**config.mk**
```make
export PLATFORM = sky130hd
export DESIGN_NAME = cbu_branch_unit
export DESIGN_NICKNAME = d
export VERILOG_FILES = /design/src/logic/cbu_pkg.sv /design/src/logic/cbu_branch_unit.sv
export SDC_FILE = /design/constraint.sdc
export NUM_CORES = 1
export LEC_CHECK = 0
export CORE_MARGIN = 2
export CORE_UTILIZATION = 65
export DETAILED_ROUTE_END_ITERATION = 6
export DONT_BUFFER_PORTS = 1
export PLACE_DENSITY = 0.87
export SLEW_MARGIN = 25
export SYNTH_ARGS = -nofsm -noshare
export SYNTH_HDL_FRONTEND = slang
export SYNTH_SLANG_ARGS = --single-unit
export TNS_END_PERCENT = 5
```
**constraint.sdc**
```tcl
create_clock -name clk_i -period 6.58 [get_ports clk_i]
set_input_delay 0.329 -clock clk_i [delete_from_list [all_inputs] [get_ports clk_i]]
set_output_delay 0.329 -clock clk_i [all_outputs]
set_load 0.02 [all_outputs]
```
**src/logic/cbu_pkg.sv**
```systemverilog
package cbu_pkg;

  // Default widths of program counter and branch offset
  localparam int PC_W = 16;
  localparam int OFF_W = 7;

  // Status flag bit positions in the flag vector
  localparam int FLAG_N = 2;
  localparam int FLAG_V = 3;
  localparam int FLAG_H = 5;
  localparam int FLAG_T = 6;
  localparam int FLAG_W = 8;

  // Cycles spent per outcome
  localparam int NOT_TAKEN_CYC = 1;
  localparam int TAKEN_CYC = 2;

  // Register map, byte addresses
  localparam logic [7:0] REG_CTRL = 8'h00;
  localparam logic [7:0] REG_STATUS = 8'h04;
  localparam logic [7:0] REG_TAKEN_CNT = 8'h08;
  localparam logic [7:0] REG_LAST_PC = 8'h0c;

  // Field positions and reset values
  localparam int CTRL_EN_BIT = 0;
  localparam logic CTRL_EN_RST = 1'b1;
  localparam int STAT_BUSY_BIT = 0;
  localparam int STAT_TAKEN_BIT = 1;
  localparam int STAT_ILLEGAL_BIT = 2;
  localparam int CNT_W = 16;

  // Branch selects
  typedef enum logic [3:0] {
    branch_on_negative = 4'h0,
    branch_on_positive = 4'h1,
    branch_signed_ge = 4'h2,
    branch_signed_lt = 4'h3,
    branch_half_carry_set = 4'h4,
    branch_half_carry_clear = 4'h5,
    branch_transfer_bit_set = 4'h6,
    branch_transfer_bit_clear = 4'h7,
    branch_overflow_set = 4'h8
  } cbu_op_t;

  // Sequencer states
  typedef enum logic [1:0] {
    CBU_IDLE = 2'b00,
    CBU_TAKEN = 2'b01
  } cbu_state_t;

endpackage

```
**src/logic/cbu_branch_unit.sv**
```systemverilog
`timescale 1ns/1ns
// Operation
// RULE_01 - Branch on negative jumps to pc plus offset plus one when N is 1.
// RULE_02 - Branch on positive jumps only when N is 0 and falls through else.
// RULE_03 - Signed greater-or-equal jumps when N xor V is 0.
// RULE_04 - Signed less-than jumps when N xor V is 1 and skips otherwise.
// RULE_05 - Half carry set jumps only when H is 1.
// RULE_06 - Half carry clear jumps only when H is 0.
// RULE_07 - Transfer bit set jumps only when T is 1.
// RULE_08 - Transfer bit clear jumps only when T is 0.
// RULE_09 - Overflow set jumps only when V is 1.
// RULE_10 - A taken branch loads old pc plus offset plus one.
// RULE_11 - Each branch finishes in one or two cycles by its outcome.
// RULE_12 - No branch ever alters any status flag.
// RULE_13 - Not taken costs one cycle, taken two; the offset is signed.
module cbu_branch_unit #(
  parameter int PC_W = cbu_pkg::PC_W,
  parameter int OFF_W = cbu_pkg::OFF_W
) (
  // Clock and reset
  input wire logic clk_i,
  input wire logic rst_i,
  // Branch request from decode
  input wire logic issue_i,
  input wire logic [3:0] op_i,
  input wire logic [OFF_W-1:0] offset_i,
  input wire logic [PC_W-1:0] pc_i,
  output logic ready_o,
  // Status register flags
  input wire logic [cbu_pkg::FLAG_W-1:0] flags_i,
  output logic flags_we_o,
  // Result to fetch logic
  output logic done_o,
  output logic taken_o,
  output logic [PC_W-1:0] pc_next_o,
  // Wishbone slave
  input wire logic wb_cyc_i,
  input wire logic wb_stb_i,
  input wire logic wb_we_i,
  input wire logic [7:0] wb_adr_i,
  input wire logic [3:0] wb_sel_i,
  input wire logic [31:0] wb_dat_i,
  output logic [31:0] wb_dat_o,
  output logic wb_ack_o
);

  // Sign extension needs a spare pc bit; the read port is only 32 bits
  if (OFF_W < 2 || OFF_W >= PC_W || PC_W > 32)
  begin : g_bad_width
    $error("offset width 2 or more and below pc width, pc width 32 at most");
  end

  cbu_pkg::cbu_state_t state;
  logic enable;
  logic last_taken;
  logic last_illegal;
  logic [cbu_pkg::CNT_W-1:0] taken_cnt;
  logic [PC_W-1:0] last_pc;
  logic [PC_W-1:0] target;
  logic [PC_W-1:0] offset_ext;
  logic [PC_W-1:0] next_seq;
  logic [PC_W-1:0] next_jump;
  logic cond;
  logic illegal;
  logic accept;
  logic wb_req;
  logic wb_wr;
  logic n_f;
  logic v_f;
  logic h_f;
  logic t_f;

  assign n_f = flags_i[cbu_pkg::FLAG_N];
  assign v_f = flags_i[cbu_pkg::FLAG_V];
  assign h_f = flags_i[cbu_pkg::FLAG_H];
  assign t_f = flags_i[cbu_pkg::FLAG_T];

  // Flags are only read here, never written back
  assign flags_we_o = 1'b0; // see RULE_12

  // Requests wait while busy or disabled by software
  assign ready_o = (state == cbu_pkg::CBU_IDLE) && enable;
  assign accept = issue_i && ready_o;

  // Offset is two's complement; wrap-around of pc is intended
  assign offset_ext = {{(PC_W-OFF_W){offset_i[OFF_W-1]}}, offset_i}; // see RULE_13
  assign next_seq = pc_i + {{(PC_W-1){1'b0}}, 1'b1};
  assign next_jump = next_seq + offset_ext; // see RULE_10

  // Condition test per branch select
  always_comb
  begin
    cond = 1'b0;
    illegal = 1'b0;
    case (op_i)
      cbu_pkg::branch_on_negative: cond = n_f; // see RULE_01
      cbu_pkg::branch_on_positive: cond = !n_f; // see RULE_02
      cbu_pkg::branch_signed_ge: cond = !(n_f ^ v_f); // see RULE_03
      cbu_pkg::branch_signed_lt: cond = n_f ^ v_f; // see RULE_04
      cbu_pkg::branch_half_carry_set: cond = h_f; // see RULE_05
      cbu_pkg::branch_half_carry_clear: cond = !h_f; // see RULE_06
      cbu_pkg::branch_transfer_bit_set: cond = t_f; // see RULE_07
      cbu_pkg::branch_transfer_bit_clear: cond = !t_f; // see RULE_08
      cbu_pkg::branch_overflow_set: cond = v_f; // see RULE_09
      // Unknown select falls through rather than jump anywhere
      default: illegal = 1'b1;
    endcase
  end

  // Sequencer: a taken branch spends one extra cycle
  always_ff @(posedge clk_i)
  begin
    if (rst_i)
    begin
      state <= cbu_pkg::CBU_IDLE;
    end
    else
    begin
      unique case (state)
        cbu_pkg::CBU_IDLE:
          if (accept && cond)
          begin
            state <= cbu_pkg::CBU_TAKEN; // see RULE_11
          end
        cbu_pkg::CBU_TAKEN:
          state <= cbu_pkg::CBU_IDLE;
      endcase
    end
  end

  // Jump target held over the second cycle
  always_ff @(posedge clk_i)
  begin
    if (rst_i)
    begin
      target <= '0;
    end
    else if (accept && cond)
    begin
      target <= next_jump; // see RULE_10
    end
  end

  // Result towards fetch, one-cycle done pulse
  always_ff @(posedge clk_i)
  begin
    if (rst_i)
    begin
      done_o <= 1'b0;
      taken_o <= 1'b0;
      pc_next_o <= '0;
    end
    else if (state == cbu_pkg::CBU_TAKEN)
    begin
      done_o <= 1'b1; // see RULE_13
      taken_o <= 1'b1;
      pc_next_o <= target;
    end
    else if (accept && !cond)
    begin
      done_o <= 1'b1; // see RULE_13
      taken_o <= 1'b0;
      pc_next_o <= next_seq;
    end
    else
    begin
      done_o <= 1'b0;
      taken_o <= 1'b0;
    end
  end

  // Software-visible history of the last branch
  always_ff @(posedge clk_i)
  begin
    if (rst_i)
    begin
      last_taken <= 1'b0;
      last_illegal <= 1'b0;
      last_pc <= '0;
    end
    else if (accept)
    begin
      last_taken <= cond;
      last_illegal <= illegal;
      last_pc <= cond ? next_jump : next_seq;
    end
  end

  // Wishbone: ack one cycle after request, write at the ack edge
  assign wb_req = wb_cyc_i && wb_stb_i;
  assign wb_wr = wb_req && wb_ack_o && wb_we_i;

  always_ff @(posedge clk_i)
  begin
    if (rst_i)
    begin
      wb_ack_o <= 1'b0;
    end
    else
    begin
      wb_ack_o <= wb_req && !wb_ack_o;
    end
  end

  // Control register; enable gates new requests
  always_ff @(posedge clk_i)
  begin
    if (rst_i)
    begin
      enable <= cbu_pkg::CTRL_EN_RST;
    end
    else if (wb_wr && wb_adr_i == cbu_pkg::REG_CTRL && wb_sel_i[0])
    begin
      enable <= wb_dat_i[cbu_pkg::CTRL_EN_BIT];
    end
  end

  // Taken counter; a count in the clearing cycle is kept
  always_ff @(posedge clk_i)
  begin
    if (rst_i)
    begin
      taken_cnt <= '0;
    end
    else if (wb_wr && wb_adr_i == cbu_pkg::REG_TAKEN_CNT)
    begin
      taken_cnt <= {{(cbu_pkg::CNT_W-1){1'b0}}, accept && cond};
    end
    else if (accept && cond)
    begin
      taken_cnt <= taken_cnt + {{(cbu_pkg::CNT_W-1){1'b0}}, 1'b1};
    end
  end

  // Read data captured with the ack, unmapped reads return zero
  always_ff @(posedge clk_i)
  begin
    if (rst_i)
    begin
      wb_dat_o <= 32'h0000_0000;
    end
    else if (wb_req && !wb_ack_o)
    begin
      wb_dat_o <= 32'h0000_0000;
      case (wb_adr_i)
        cbu_pkg::REG_CTRL:
          wb_dat_o[cbu_pkg::CTRL_EN_BIT] <= enable;
        cbu_pkg::REG_STATUS:
        begin
          wb_dat_o[cbu_pkg::STAT_BUSY_BIT] <= state != cbu_pkg::CBU_IDLE;
          wb_dat_o[cbu_pkg::STAT_TAKEN_BIT] <= last_taken;
          wb_dat_o[cbu_pkg::STAT_ILLEGAL_BIT] <= last_illegal;
        end
        cbu_pkg::REG_TAKEN_CNT:
          wb_dat_o[cbu_pkg::CNT_W-1:0] <= taken_cnt;
        cbu_pkg::REG_LAST_PC:
          wb_dat_o[PC_W-1:0] <= last_pc;
        default:
          wb_dat_o <= 32'h0000_0000;
      endcase
    end
  end
endmodule

```
==> flow_summary.ini <==
[run_status]
status = complete, no violations

[route]
vias = 4137
wl_per_cell_um = 17.9
first_pass_iters = 5
wirelength_um = 11600
initialDrtViolationCount = 337
ant_nets = 0
via_per_inst = 6.42
route.detailed.drc = 0

[yosys]
syn_inst = 559
synth-simple-area-share_pct = 18.2
netlist.area_leader.share_pct = 36.4
synthXorXnorAreaFrac_pct = 7.06
synth_edf_count = 0
synthMuxAreaShare_pct = 3.82
synth_cell_types = 61
synth_top_cell_by_area = dfxtp_1
yosys_warnings = 0
async_reset_ff_share_pct = 0
ys_top_cells_by_area = dfxtp_1 36%, ha_1 5.2%, a21oi_1 5.0%
synth_flop_cell = dfxtp_1
synth_area_sq_um = 4780
synth-compound-area-share_pct = 22.8
syn_area_per_cell_sq_um = 8.56
seq_area_frac_synth_pct = 36.4
synth_top_family_by_area = compound AO/OA/AOI/OAI gates
synth-adder-area-share_pct = 5.65
synth_seq_cells = 87

[place]
port_buffers = 0
place.gp.congestion = 0.896
dpl_cell_area_sq_um = 4720
hpwl_um = 8330

[sta]
maxSlewViolCount = 0
min_period_ns = 3.44
fmax_mhz = 291
min_period_over_period_pct = 52.3
tightestPinTransition_ns = 0.967
setup_tns_ns = 0
relSlewSlack_pct = 35.4
timing.hold.ws_ns = 0.0343
hold_viol = 0
fin_worst_skew_ns = 0.00741
setup_viol = 0
rsz0062_at_grt = no

[floorplan]
start_util_pct = 66.7
pin_count = 138
core_sq_um = 7180
fp-row-count = 31
die-width_um = 89.8
die-area_sq_um = 8060
die_height_um = 89.8

[cts]
hold_buffers = 0
clock_sinks = 87
clk_latency_ns = 0.36
numCtsBuffers = 9
clockBufferDepth = 2
clkTransAtPathRegs_ns = 0.09
clock-root-buffer = clkbuf_8
cts-resized-gates = 0
h-tree-depth = 3
postCtsSetupBuffers = 0
cts_tree = done

[setup_path]
cp-end-kind = register
slowest_stage = a21oi_2
reg2reg_depth = 6
critPathMaxFanout = 24
regToRegStartpoint = state[0]$_SDFFE_PP0P_
critical_path.endpoint = target[11]$_SDFFE_PP0P_
startpoint = state[0]$_SDFFE_PP0P_
required_ns = 6.89
cp.arrival_ns = 3.75
regToRegSetupSlack_ns = 3.14
slowest_delay_ns = 0.88
start_kind = register
criticalPathCategory = register to register
path_cells = nor2b_1 -> nand2_1 -> a21oi_2 -> nand2b_1 -> inv_1 -> a22o_1
rr_endpoint = target[11]$_SDFFE_PP0P_

[pwr]
ir_drop_v = 0.000182
leakage_uw = 0.00183
p_per_area_nw_per_um2 = 247

[global_routing]
grt_antenna_before_repair = 0
grt_pass1_vias = 3923
grt_pass1_wl_um = 18900
grt_max_degree = 72
grt_overflow = 0
grt_usage_pct = 28.6

[final_layout]
layout.nets = 646
antenna_cells = 0
fill_cells = 556
drive_gt1_share_pct = 5.69
stdcell_area_sq_um = 4950
areaGrowthSynthToFinish_pct = 3.40

[worst_hold_path]
hold_class = primary input to register

[job]
maxCapViolations = 0
==> metal layers <==
metal	up-vias	routed length [um]	part of all wire [%]	track usage, %
met3	24	863	7.5	8.21
met1	1948	4770	41	34.8
li1	1984	-	-	-
met2	181	5690	49	49.2
met5	-	0	0	0
met4	0	233	2.0	8.85
==> worst min-delay path by stage <==
stage                              start                   endpoint  slack (ns)  depth (start not counted)
2_1_floorplan  last_illegal$_SDFFE_PP0P_  last_illegal$_SDFFE_PP0P_        0.43                          2
3_3_place_gp                       rst_i   wb_dat_o[0]$_SDFFE_PP0P_        0.41                          1
3_5_place_dp                       rst_i   wb_dat_o[2]$_SDFFE_PP0P_        0.41                          1
4_1_cts                            rst_i        wb_ack_o$_SDFF_PP0_        0.03                          1
5_1_grt                            rst_i   wb_dat_o[1]$_SDFFE_PP0P_        0.02                          1
6_report                           rst_i        wb_ack_o$_SDFF_PP0_        0.03                          1
==> registers in the layout, summed over array words and instances (netlist names) <==
name          cells
done_o            1
last_taken        1
taken_cnt        16
pc_next_o        16
state             1
last_illegal      1
target           16
taken_o           1
wb_ack_o          1
enable            1
wb_dat_o         16
last_pc          16
==> logic make-up after synthesis <==
kind of cell               Yosys count
and+or+nand+nor                    182
adders and majority gates           21
muxes                               18
buffers and inverters               55
DFF                                 87
xor gates and xnor gates            37
AOI/OAI and AO/OA                  158
other                                1
==> metrics by stage <==
step           total power (uW)  worst slack (ns)  instances  util, %
2_1_floorplan               789              3.94        575        -
3_3_place_gp                810              3.29        628     65.8
3_5_place_dp                818              3.23        628     65.8
4_1_cts                    1220              3.15        644     68.9
5_1_grt                    1270              2.91        644     68.9
6_report                   1220              3.14        644     68.9
==> where the power goes <==
part | internal (uW) | switching, uW
sequential | 559 | 41.6
combinational | 84.0 | 124
clock | 224 | 190
==> layout make-up <==
type / count / area, sq um / area share (%)
Clock buffer: 11 / 141 / 2.86
Clock inverter: 5 / 81.3 / 1.64
Inverter: 8 / 30.0 / 0.607
Multi-Input combinational cell: 433 / 2820 / 57.0
Sequential cell: 87 / 1740 / 35.2
Tap cell: 99 / 124 / 2.50
Timing Repair Buffer: 1 / 7.51 / 0.152
==> placed cells by master, fill, tap and decap left out, types with 7 or more instances in the layout <==
| cell | count |
|---|---|
| a21oi_1 | 48 |
| o22ai_1 | 17 |
| dfxtp_1 | 87 |
| nand2_1 | 60 |
| nor3_1 | 20 |
| clkbuf_8 | 10 |
| conb_1 | 17 |
| mux2i_1 | 16 |
| inv_1 | 8 |
| nand4_1 | 7 |
| a221oi_1 | 13 |
| nand3_1 | 15 |
| a211oi_1 | 7 |
| a22oi_1 | 17 |
| nor2_1 | 40 |
| xnor2_1 | 18 |
| xor2_1 | 18 |
| o21ai_0 | 10 |
| ha_1 | 20 |
==> synth_stat cells, types with 2 or more instances <==
cell and number:
nand4_1 7, nor4_1 4, ha_1 20, clkbuf_1 21, mux2_2 2, a22o_1 5
nor2_1 41, o22ai_1 17, nand2_1 60, a21oi_1 48, o2bb2ai_1 4, o31ai_1 4
xnor2_1 18, o211ai_1 3, o21ai_0 10, inv_1 8, o21bai_1 2, or4_1 3
nand3b_1 3, buf_4 18, nor3_1 20, mux2i_1 16, a31o_2 2, o211a_1 2
a221oi_1 13, dfxtp_1 87, a2111oi_0 2, and2_1 4, buf_1 2, a22oi_1 17
and3_1 6, buf_2 5, a311o_1 2, a211o_1 3, or3_1 6, nor2b_1 5
a31oi_1 2, o31a_1 2, nand3_1 15, a211oi_1 7, a21o_1 5, xor2_1 18
or2_2 2
==> worst max-delay path, delay by kind of cell, from the launching register on <==
kind,cells,cell delay (ns)
AOI/OAI and AO/OA,2,1.04
and+or+nand+nor,3,1.50
buffers and inverters,1,0.24
DFF,1,0.57
(Power assumes the default switching activity.)
